[config.mk]
export PLATFORM = sky130hd
export DESIGN_NAME = sgc_global_ctrl
export DESIGN_NICKNAME = d
export VERILOG_FILES = /design/src/verilog/sgc_pkg.sv /design/src/verilog/sgc_global_ctrl.sv /design/src/verilog/sgc_regfile.sv
export VERILOG_INCLUDE_DIRS = /design/src /design/src/verilog
export SDC_FILE = /design/constraint.sdc
export NUM_CORES = 1
export LEC_CHECK = 0
export BUFFER_PORTS_ARGS = -buffer_cell sky130_fd_sc_hd__buf_2
export CORE_UTILIZATION = 55
export DETAILED_ROUTE_END_ITERATION = 8
export PLACE_DENSITY = 0.77
export SLEW_MARGIN = 20
export SYNTH_ARGS = -nofsm -noshare
export SYNTH_HDL_FRONTEND = slang
export SYNTH_SLANG_ARGS = --single-unit
export TNS_END_PERCENT = 10
[constraint.sdc]
create_clock -name i_clk_sys -period 4.44 [get_ports i_clk_sys]
set_input_delay 0.666 -clock i_clk_sys [delete_from_list [all_inputs] [get_ports i_clk_sys]]
set_output_delay 0.666 -clock i_clk_sys [all_outputs]
set_load 0.02 [all_outputs]
[src/verilog/sgc_defines.svh]
/*
 * Constants for the global control block: register offsets, field positions,
 * reset values and timing counts.
 * Assumes inclusion by bare name from package and modules.
 */
`ifndef SGC_DEFINES_SVH
`define SGC_DEFINES_SVH

`define SGC_ADDR_W          8
`define SGC_DATA_W          8
`define SGC_NPORT           5

`define SGC_OFF_MIB_CTRL    8'h08
`define SGC_OFF_FTEST_A     8'h09
`define SGC_OFF_FTEST_B     8'h0a
`define SGC_OFF_CLK_IND     8'h0b

`define SGC_RST_MIB_CTRL    8'h00
`define SGC_RST_FTEST_A     8'h40
`define SGC_RST_FTEST_B     8'h00
`define SGC_RST_CLK_IND     8'h00

`define SGC_BIT_FLUSH       7
`define SGC_BIT_FREEZE      6
`define SGC_MASK_HI         4
`define SGC_MASK_LO         0

`define SGC_BIT_RMII_EDGE   6
`define SGC_IND_MODE_HI     5
`define SGC_IND_MODE_LO     4
`define SGC_BIT_AUX_EN      1
`define SGC_BIT_SPI_EDGE    0

`define SGC_MIB_CTRL_WMASK  8'hdf
`define SGC_CLK_IND_WMASK   8'h73

`define SGC_IND_ON          1'b0
`define SGC_IND_OFF         1'b1

`define SGC_BLINK_MS        100
`define SGC_CLK_MHZ         100
`define SGC_BLINK_CYC       (`SGC_BLINK_MS * 1000 * `SGC_CLK_MHZ)
`define SGC_FLUSH_CYC       36

`define SGC_ZERO8           8'h00

`endif

[src/verilog/sgc_pkg.sv]
/*
 * Types shared by the global control block.
 * Assumes sgc_defines.svh is on the include path.
 */
`include "sgc_defines.svh"

package sgc_pkg;

    typedef enum logic [1:0] {
        SGC_IND_SPEED_LACT  = 2'b00,
        SGC_IND_ACT_LINK    = 2'b01,
        SGC_IND_DUP_LACT    = 2'b10,
        SGC_IND_DUP_LINK    = 2'b11
    } sgc_ind_mode_type;

    typedef enum logic [0:0] {
        SGC_FL_IDLE = 1'b0,
        SGC_FL_BUSY = 1'b1
    } sgc_flush_state_type;

    // Register access request from the SPI management front end
    typedef struct packed {
        logic                      wr;
        logic                      rd;
        logic [`SGC_ADDR_W-1:0]    addr;
        logic [`SGC_DATA_W-1:0]    wdata;
    } sgc_req_type;

    // Per-port status fed in from the port MACs and PHYs
    typedef struct packed {
        logic link;
        logic act;
        logic speed_100;
        logic full_duplex;
    } sgc_port_stat_type;

endpackage : sgc_pkg

[src/verilog/sgc_global_ctrl.sv]
/*
 * Global control registers 0x08 to 0x0b of a five-port switch: counter flush
 * and freeze, fifth-port reference clock edge, port indicators, auxiliary
 * clock enable and SPI read edge.
 * Assumes the SPI front end hands over one-cycle read/write strobes and
 * accepts read data two cycles after the read strobe.
 */
`timescale 1ns/1ps
`include "sgc_defines.svh"

// Behaviour
// - Flush bit clears counters of masked ports, then self-clears when done.
// - Freeze bit holds counters of masked ports; counting resumes when cleared.
// - Five mask bits pick ports; bit 4 is port 5, bit 0 port 1.
// - Config bit 6 picks falling (1) or rising (0) RMII sample edge.
// - Indicator outputs are low for lamp on, high for off.
// - Bits 5:4 choose the pair of indicator functions per port.
// - Link steady on, activity blinks, speed on at 100, duplex on full.
// - Bit 1 enables aux clock output; reset value taken from strap pin.
module sgc_global_ctrl #(
    parameter int NPORT     = `SGC_NPORT,
    parameter int BLINK_CYC = `SGC_BLINK_CYC,
    parameter int FLUSH_CYC = `SGC_FLUSH_CYC
) (
    input  wire logic                          i_clk_sys,
    input  wire logic                          i_reset_n,
    input  wire logic                          i_ce,
    input  wire sgc_pkg::sgc_req_type          i_req,
    output logic      [`SGC_DATA_W-1:0]        o_rdata,
    output logic                               o_rvalid,
    input  wire logic                          i_aux_clock_strap_pin,
    input  wire sgc_pkg::sgc_port_stat_type [NPORT-1:0] i_port_stat,
    output logic      [NPORT-1:0]              o_mib_flush,
    output logic      [NPORT-1:0]              o_mib_freeze,
    input  wire logic                          i_mib_flush_done,
    output logic                               o_rmii_ref_falling,
    output logic                               o_aux_clock_output_en,
    output logic                               o_spi_read_falling,
    output logic      [NPORT-1:0]              o_port_indicator_one,
    output logic      [NPORT-1:0]              o_port_indicator_zero
);

    // ****************************************************************
    // Address decode
    // ****************************************************************
    function automatic logic [2:0] dec_addr(input logic [`SGC_ADDR_W-1:0] a);
        // Returns {hit, index}
        unique case (a)
            `SGC_OFF_MIB_CTRL: dec_addr = 3'h4;
            `SGC_OFF_FTEST_A:  dec_addr = 3'h5;
            `SGC_OFF_FTEST_B:  dec_addr = 3'h6;
            `SGC_OFF_CLK_IND:  dec_addr = 3'h7;
            default:           dec_addr = 3'h0;
        endcase
    endfunction : dec_addr

    logic [2:0] wdec;
    logic [2:0] rdec;
    assign wdec = dec_addr(i_req.addr);
    assign rdec = wdec;

    logic [`SGC_DATA_W-1:0] word0;
    logic [`SGC_DATA_W-1:0] word3;
    logic [`SGC_DATA_W-1:0] mem_rdata;

    // ****************************************************************
    // Strap capture and flush sequencing
    // ****************************************************************
    sgc_pkg::sgc_flush_state_type fl_state_r;
    sgc_pkg::sgc_flush_state_type fl_state_nxt;
    logic [15:0]            fl_cnt_r;
    logic [15:0]            fl_cnt_nxt;
    logic                   strap_done_r;
    logic                   strap_done_nxt;
    logic                   rd_pend_r;
    logic                   rd_pend_nxt;
    logic                   rvalid_r;
    logic                   rvalid_nxt;
    logic                   rhit_r;
    logic                   rhit_nxt;
    logic                   fl_clear;
    logic [2:0]             rsel_r;
    logic [2:0]             rsel_nxt;

    logic                   sw_we;
    logic                   we;
    logic [`SGC_DATA_W-1:0] wdata;
    logic [`SGC_DATA_W-1:0] aux_rst;

    assign sw_we = i_req.wr & wdec[2] & (wdec[1:0] == 2'h0 || wdec[1:0] == 2'h3);

    // Writes keep read-only bits at their stored value
    always_comb begin
        we    = sw_we;
        wdata = (wdec[1:0] == 2'h0)
              ? ((i_req.wdata & `SGC_MIB_CTRL_WMASK) | (word0 & ~`SGC_MIB_CTRL_WMASK))
              : ((i_req.wdata & `SGC_CLK_IND_WMASK)  | (word3 & ~`SGC_CLK_IND_WMASK));
        // Self-clear of flush; a fresh software flush write in that cycle wins
        if (fl_clear && !(sw_we && wdec[1:0] == 2'h0)) begin
            we    = 1'b1;
            wdata = word0 & ~(8'h01 << `SGC_BIT_FLUSH);
        end
        aux_rst = word3;
        aux_rst[`SGC_BIT_AUX_EN] = i_aux_clock_strap_pin;
    end

    always_comb begin
        fl_state_nxt   = fl_state_r;
        fl_cnt_nxt     = fl_cnt_r;
        fl_clear       = 1'b0;
        strap_done_nxt = 1'b1;
        rd_pend_nxt    = i_req.rd;
        // Read index is registered so data lines up with the answer strobe
        rsel_nxt       = rdec;
        rhit_nxt       = rsel_r[2];
        rvalid_nxt     = rd_pend_r;
        unique case (fl_state_r)
            sgc_pkg::SGC_FL_IDLE: begin
                if (word0[`SGC_BIT_FLUSH]) begin
                    fl_state_nxt = sgc_pkg::SGC_FL_BUSY;
                    fl_cnt_nxt   = 16'h0000;
                end
            end
            sgc_pkg::SGC_FL_BUSY: begin
                fl_cnt_nxt = fl_cnt_r + 16'h0001;
                // Done when counters report, or after a bounded sweep
                if (i_mib_flush_done || fl_cnt_r >= 16'(FLUSH_CYC - 1)) begin
                    if (sw_we && wdec[1:0] == 2'h3) begin
                        // One write port: let the config write land, clear next cycle
                        fl_cnt_nxt = 16'(FLUSH_CYC - 1);
                    end else begin
                        fl_clear     = 1'b1;
                        fl_state_nxt = sgc_pkg::SGC_FL_IDLE;
                    end
                end
            end
        endcase
    end

    always_ff @(posedge i_clk_sys or negedge i_reset_n) begin
        if (!i_reset_n) begin
            fl_state_r   <= sgc_pkg::SGC_FL_IDLE;
            fl_cnt_r     <= 16'h0000;
            strap_done_r <= 1'b0;
            rd_pend_r    <= 1'b0;
            rhit_r       <= 1'b0;
            rsel_r       <= 3'h0;
            rvalid_r     <= 1'b0;
        end else if (i_ce) begin
            fl_state_r   <= fl_state_nxt;
            fl_cnt_r     <= fl_cnt_nxt;
            strap_done_r <= strap_done_nxt;
            rd_pend_r    <= rd_pend_nxt;
            rhit_r       <= rhit_nxt;
            rsel_r       <= rsel_nxt;
            rvalid_r     <= rvalid_nxt;
        end
    end

    sgc_regfile #(
        .DW         (`SGC_DATA_W)
    ) u_regs (
        .i_clk_sys  (i_clk_sys),
        .i_reset_n  (i_reset_n),
        .i_ce       (i_ce),
        .i_waddr    (wdec[1:0]),
        .i_we       (we),
        .i_wdata    (wdata),
        .i_aux_rst  (aux_rst),
        .i_load_aux (~strap_done_r),
        .i_raddr    (rsel_r[1:0]),
        .o_rdata    (mem_rdata),
        .o_word0    (word0),
        .o_word3    (word3)
    );

    // Unmapped reads answer zero
    assign o_rdata  = rhit_r ? mem_rdata : `SGC_ZERO8;
    assign o_rvalid = rvalid_r;

    // ****************************************************************
    // Counter control and clock selects
    // ****************************************************************
    logic [NPORT-1:0] mask;
    assign mask = word0[`SGC_MASK_HI:`SGC_MASK_LO];
    assign o_mib_flush  = (fl_state_r == sgc_pkg::SGC_FL_BUSY) ? mask : '0;
    assign o_mib_freeze = word0[`SGC_BIT_FREEZE] ? mask : '0;

    assign o_rmii_ref_falling    = word3[`SGC_BIT_RMII_EDGE];
    assign o_aux_clock_output_en = word3[`SGC_BIT_AUX_EN];
    assign o_spi_read_falling    = word3[`SGC_BIT_SPI_EDGE];

    // ****************************************************************
    // Port indicators
    // ****************************************************************
    // Shared blink phase keeps all lamps flashing in step
    logic [31:0] blink_cnt_r;
    logic [31:0] blink_cnt_nxt;
    logic        blink_r;
    logic        blink_nxt;
    logic [NPORT-1:0] ind1_r;
    logic [NPORT-1:0] ind1_nxt;
    logic [NPORT-1:0] ind0_r;
    logic [NPORT-1:0] ind0_nxt;

    always_comb begin
        blink_cnt_nxt = blink_cnt_r + 32'h0000_0001;
        blink_nxt     = blink_r;
        if (blink_cnt_r >= 32'(BLINK_CYC - 1)) begin
            blink_cnt_nxt = 32'h0000_0000;
            blink_nxt     = ~blink_r;
        end
    end

    sgc_pkg::sgc_ind_mode_type ind_mode;
    assign ind_mode = sgc_pkg::sgc_ind_mode_type'(word3[`SGC_IND_MODE_HI:`SGC_IND_MODE_LO]);

    genvar p;
    generate
        for (p = 0; p < NPORT; p++) begin : g_ind
            logic lit_link;
            logic lit_lact;
            logic lit_act;
            logic lit_speed;
            logic lit_dup;
            always_comb begin
                lit_link  = i_port_stat[p].link;
                lit_act   = i_port_stat[p].act & blink_r;
                lit_lact  = i_port_stat[p].link & ~(i_port_stat[p].act & blink_r);
                lit_speed = i_port_stat[p].link & i_port_stat[p].speed_100;
                lit_dup   = i_port_stat[p].link & i_port_stat[p].full_duplex;
                unique case (ind_mode)
                    sgc_pkg::SGC_IND_SPEED_LACT: begin
                        ind1_nxt[p] = lit_speed ? `SGC_IND_ON : `SGC_IND_OFF;
                        ind0_nxt[p] = lit_lact  ? `SGC_IND_ON : `SGC_IND_OFF;
                    end
                    sgc_pkg::SGC_IND_ACT_LINK: begin
                        ind1_nxt[p] = lit_act   ? `SGC_IND_ON : `SGC_IND_OFF;
                        ind0_nxt[p] = lit_link  ? `SGC_IND_ON : `SGC_IND_OFF;
                    end
                    sgc_pkg::SGC_IND_DUP_LACT: begin
                        ind1_nxt[p] = lit_dup   ? `SGC_IND_ON : `SGC_IND_OFF;
                        ind0_nxt[p] = lit_lact  ? `SGC_IND_ON : `SGC_IND_OFF;
                    end
                    sgc_pkg::SGC_IND_DUP_LINK: begin
                        ind1_nxt[p] = lit_dup   ? `SGC_IND_ON : `SGC_IND_OFF;
                        ind0_nxt[p] = lit_link  ? `SGC_IND_ON : `SGC_IND_OFF;
                    end
                endcase
            end
        end
    endgenerate

    always_ff @(posedge i_clk_sys or negedge i_reset_n) begin
        if (!i_reset_n) begin
            blink_cnt_r <= 32'h0000_0000;
            blink_r     <= 1'b0;
            ind1_r      <= '1;
            ind0_r      <= '1;
        end else if (i_ce) begin
            blink_cnt_r <= blink_cnt_nxt;
            blink_r     <= blink_nxt;
            ind1_r      <= ind1_nxt;
            ind0_r      <= ind0_nxt;
        end
    end

    assign o_port_indicator_one  = ind1_r;
    assign o_port_indicator_zero = ind0_r;

endmodule : sgc_global_ctrl

[src/verilog/sgc_regfile.sv]
/*
 * Register store for the four control words, with registered read data.
 * Assumes a single synchronous write port and one read port.
 */
`timescale 1ns/1ps
`include "sgc_defines.svh"

module sgc_regfile #(
    parameter int DW = `SGC_DATA_W
) (
    input  wire logic          i_clk_sys,
    input  wire logic          i_reset_n,
    input  wire logic          i_ce,
    input  wire logic [1:0]    i_waddr,
    input  wire logic          i_we,
    input  wire logic [DW-1:0] i_wdata,
    input  wire logic [DW-1:0] i_aux_rst,
    input  wire logic          i_load_aux,
    input  wire logic [1:0]    i_raddr,
    output logic      [DW-1:0] o_rdata,
    output logic      [DW-1:0] o_word0,
    output logic      [DW-1:0] o_word3
);

    logic [DW-1:0] mem_r [4];
    logic [DW-1:0] mem_nxt [4];
    logic [DW-1:0] rdata_r;
    logic [DW-1:0] rdata_nxt;

    always_comb begin
        for (int k = 0; k < 4; k++) begin
            mem_nxt[k] = mem_r[k];
        end
        if (i_we) begin
            mem_nxt[i_waddr] = i_wdata;
        end
        // Strap capture overrides a word 3 write landing in the same cycle
        if (i_load_aux) begin
            mem_nxt[3] = i_aux_rst;
        end
        rdata_nxt = mem_r[i_raddr];
    end

    always_ff @(posedge i_clk_sys or negedge i_reset_n) begin
        if (!i_reset_n) begin
            mem_r[0] <= `SGC_RST_MIB_CTRL;
            mem_r[1] <= `SGC_RST_FTEST_A;
            mem_r[2] <= `SGC_RST_FTEST_B;
            mem_r[3] <= `SGC_RST_CLK_IND;
            rdata_r  <= `SGC_ZERO8;
        end else if (i_ce) begin
            for (int k = 0; k < 4; k++) begin
                mem_r[k] <= mem_nxt[k];
            end
            rdata_r <= rdata_nxt;
        end
    end

    assign o_rdata = rdata_r;
    assign o_word0 = mem_r[0];
    assign o_word3 = mem_r[3];

endmodule : sgc_regfile
==> results by group <==
Run status
  – Result of the run: finished clean

Synthesis
  – Most used flip-flop cell after synthesis: dfrtp_1
  – Share of synthesized area occupied by flip-flops and latches: 0.493
  – Async set-or-reset flop fraction in the synthesized netlist: 1.00
  – Synthesized netlist net count: ~570
  – Mapped cell area: 0.00546 sq mm
  – Yosys top cell area share: 0.440
  – Biggest area contributors in the synthesized netlist: dfrtp_1 44%, mux2_2 11%, dfstp_2 5.3%
  – YS warnings: 0
  – Mean Syn Cell Area: ~11 sq um
  – Flops & latches, synth: about 110
  – Dominant cell type by area after synthesis: dfrtp_1
  – Cell count after synthesis: ~520
  – Number of synthesized flops with an enable pin: 0
  – Unique masters post-synth: roughly 50

STA
  – Slew Viols, Final: 0
  – Share of the cycle needed by the critical path after routing: 0.837
  – Highest clock rate: approximately 270 MHz
  – Hold Vio Cnt, Final: 0
  – Slew at the pin closest to its max-slew limit: 908 ps
  – Final critical-path required period: between 3000 and 4000 ps
  – Worst setup slack after layout: a little over 700 ps
  – Setup total negative slack: 0 ps
  – Unrepaired setup endpoints after global routing: no
  – Worst relative slew slack: 0.394
  – Finish-stage setup viols: 0
  – Fin Clk Skew: 16.6 ps
  – Worst Hold Margin: between 400 and 500 ps

Clock tree
  – H-tree lvl count: 3
  – Cell at the root of the clock tree: clkbuf_8
  – Clock tree from TritonCTS: done
  – Clock tree sinks: around 110
  – Cts repair resizes: 0
  – Number of hold-repair buffers added at the cts stage: 0
  – Clock Latency Late Sink: 380 ps
  – Post-CTS setup buffer count: 0
  – Clock buffer depth: 2
  – TritonCTS Buffers: 9
  – Clock slew seen by the registers of the worst setup and hold paths: ~100 ps

Drt
  – Detailed Route WL: around 11000 um
  – Pre-Repair DR Iteration Count: 4
  – ANT nets after route: 0
  – Routed WL per cell: 15.7 um
  – Initial detailed-routing violation count: around 160
  – Vias/cell: about 5.7
  – Residual DRC: 0
  – Total number of vias: 4107

Flow run
  – Maxcap violations: 0

Power
  – Power Density: 346 mW/mm^2
  – Largest voltage drop on the vdd net: ~0.00029 V
  – Leakage power: 2.89 nW

Global route
  – Overall routing resource usage: 0.247
  – Grt ovf: 0
  – Number of antenna violations at the first check in global routing: 0
  – Maximum number of pins on one net before global-route repair: between 70 and 80
  – First-pass GRT wire length: 19500 um
  – Vias in the first global route: around 4100

Finish
  – Layout area overhead: 12.2%
  – Commonest cells after routing, fill and taps aside: 96 x dfrtp_1, 73 x buf_2, 61 x nor2_1, 51 x mux2_2, 39 x nand2_1
  – Non-filler instance count after layout: between 700 and 800
  – Diodes inserted: 0
  – Net total in the final layout: around 630
  – Most common library cell in the layout ignoring fill and taps: dfrtp_1
  – Share of cells above drive strength 1: 0.291

Floorplanning
  – Standard cell core area: about 0.0094 sq mm
  – Die X: 102 um
  – Row cnt: 35
  – Area of the die: 0.0103 sq mm
  – Die height: slightly above 100 um
  – Effective utilization at floorplan: 0.580
  – I/O pin total: 75

Setup path
  – Worst path buffer plus inverter count: 1
  – Arrival time at the worst endpoint: between 3000 and 4000 ps
  – Stage delay of the slowest cell on the critical path: 590 ps
  – Endpoint required time on the critical path: 4700 ps
  – Family of cells with the greatest summed delay on the critical path: simple AND/OR/NAND/NOR gates
  – Register-to-Register Setup Slack: around 1600 ps
  – Register-to-Register Path Depth: 6
  – Cells along the critical path: buf_2 -> nor4b_1 -> and2_1 -> nand2_1 -> ha_1 -> nor4b_1 -> nand3_1 -> nand3_1 -> mux2_2 -> a221o_1
  – Worst reg2reg startpoint: fl_cnt_r[0]$_DFFE_PN0P_
  – Critical Path Sink Type: flip-flop
  – Standard cell with the maximum stage delay on the critical path: nor4b_1
  – Critical path fanouts, max: 8
  – Critical R2R Capture: u_regs.o_word3[1]$_DFFE_PN0P_
  – Type of element launching the critical path: input pin
  – Class of the most critical setup path: input pin to flip-flop

Placement
  – Post-place setup slack: 417 ps
  – Cell count after placement: about 700
  – Hpwl dp: 7910 um
  – Weighted congestion at the end of routability-driven global placement: between 0.8 and 0.9
  – IO Port Bufs: 74

Min path
  – Hold Crit Class: input pin to async pin
report_power, final:
group	internal, mW	switching (mW)	total [mW]
clock network	0.216	0.353	0.569
logic	0.153	0.221	0.374
registers	1.07	0.103	1.18
layout make-up:
cell class	instances	area, sq um
fillers	752	3300
flip-flops and latches	107	2690
multi-input cells	368	2610
repair buffers	78	403
well taps	129	161
clock buffers	10	128
inverters	19	71.3
clock inverters	6	60.1
metrics by stage:
| step | power [mW] | area (sq um) | util |
|---|---|---|---|
| 6_report | 2.12 | 6120 | 0.650 |
| 3_3_place_gp | 1.55 | 5930 | 0.630 |
| 2_1_floorplan | 1.43 | 5460 | - |
| 3_5_place_dp | 1.57 | 5930 | 0.630 |
| 4_1_cts | 2.14 | 6120 | 0.650 |
| 5_1_grt | 2.23 | 6120 | 0.650 |
state kept, by name (all words and copies together), names as in the netlist, 3 cells and up:
register and count:
rsel_r 3, o_port_indicator_zero 5, u_regs.o_word0 8, o_port_indicator_one 5, blink_cnt_r 32, u_regs.o_word3 8, fl_cnt_r 16, u_regs.o_rdata 8
u_regs.mem_r 16
per-layer routing:
metal	track usage	wire length, um	vias to the layer above
li1	-	-	1980
met1	0.339	5290	2025
met2	0.391	5310	92
met3	0.0690	550	10
met4	0.0591	135	0
met5	0	0	-
cells by family (layout without fill, tap and decap cells):
kind of cell	after synthesis	count (layout)	share of synthesized area
mux	60	60	0.140
fa+ha+maj	6	6	0.0138
buf+inv	43	113	0.0303
xor+xnor	36	36	0.0578
compound gates	67	67	0.0826
flops	107	107	0.493
simple gates	199	199	0.182
cell usage after synthesis (2+ instances only):
master and number:
and4_1 6, buf_2 3, a31o_2 2, or3_1 4, o211ai_1 8, and2_1 22
a31oi_1 16, xor2_1 23, nor3_1 4, a211o_1 2, nor2_2 2, o21ai_0 18
o31ai_1 2, nand4_1 14, clkbuf_1 17, dfstp_2 11, mux2_2 51, nor2_1 61
and3_1 2, ha_1 6, a21oi_1 6, o2111ai_1 2, dfrtp_1 96, inv_1 18
nor4b_1 2, nor4_1 13, xnor2_1 13, mux4_2 8, nor2b_1 2, nand2_1 39
nand3_1 21, a41oi_1 2, or4_1 3, buf_1 4
worst max-delay path by stage:
stage,slack [ps],endpoint,from,cells after the start
finish,720,u_regs.o_word3[1]$_DFFE_PN0P_,i_req[10],10
CTS,800,u_regs.o_word3[1]$_DFFE_PN0P_,i_req[10],10
floorplan,960,u_regs.o_word3[1]$_DFFE_PN0P_,i_req[10],9
detailed placement,420,u_regs.o_word3[1]$_DFFE_PN0P_,i_req[10],10
global route,530,u_regs.o_word3[1]$_DFFE_PN0P_,i_req[10],10
global placement,500,u_regs.o_word3[1]$_DFFE_PN0P_,i_req[10],10
Note: power is estimated with default switching activity, not from simulation.
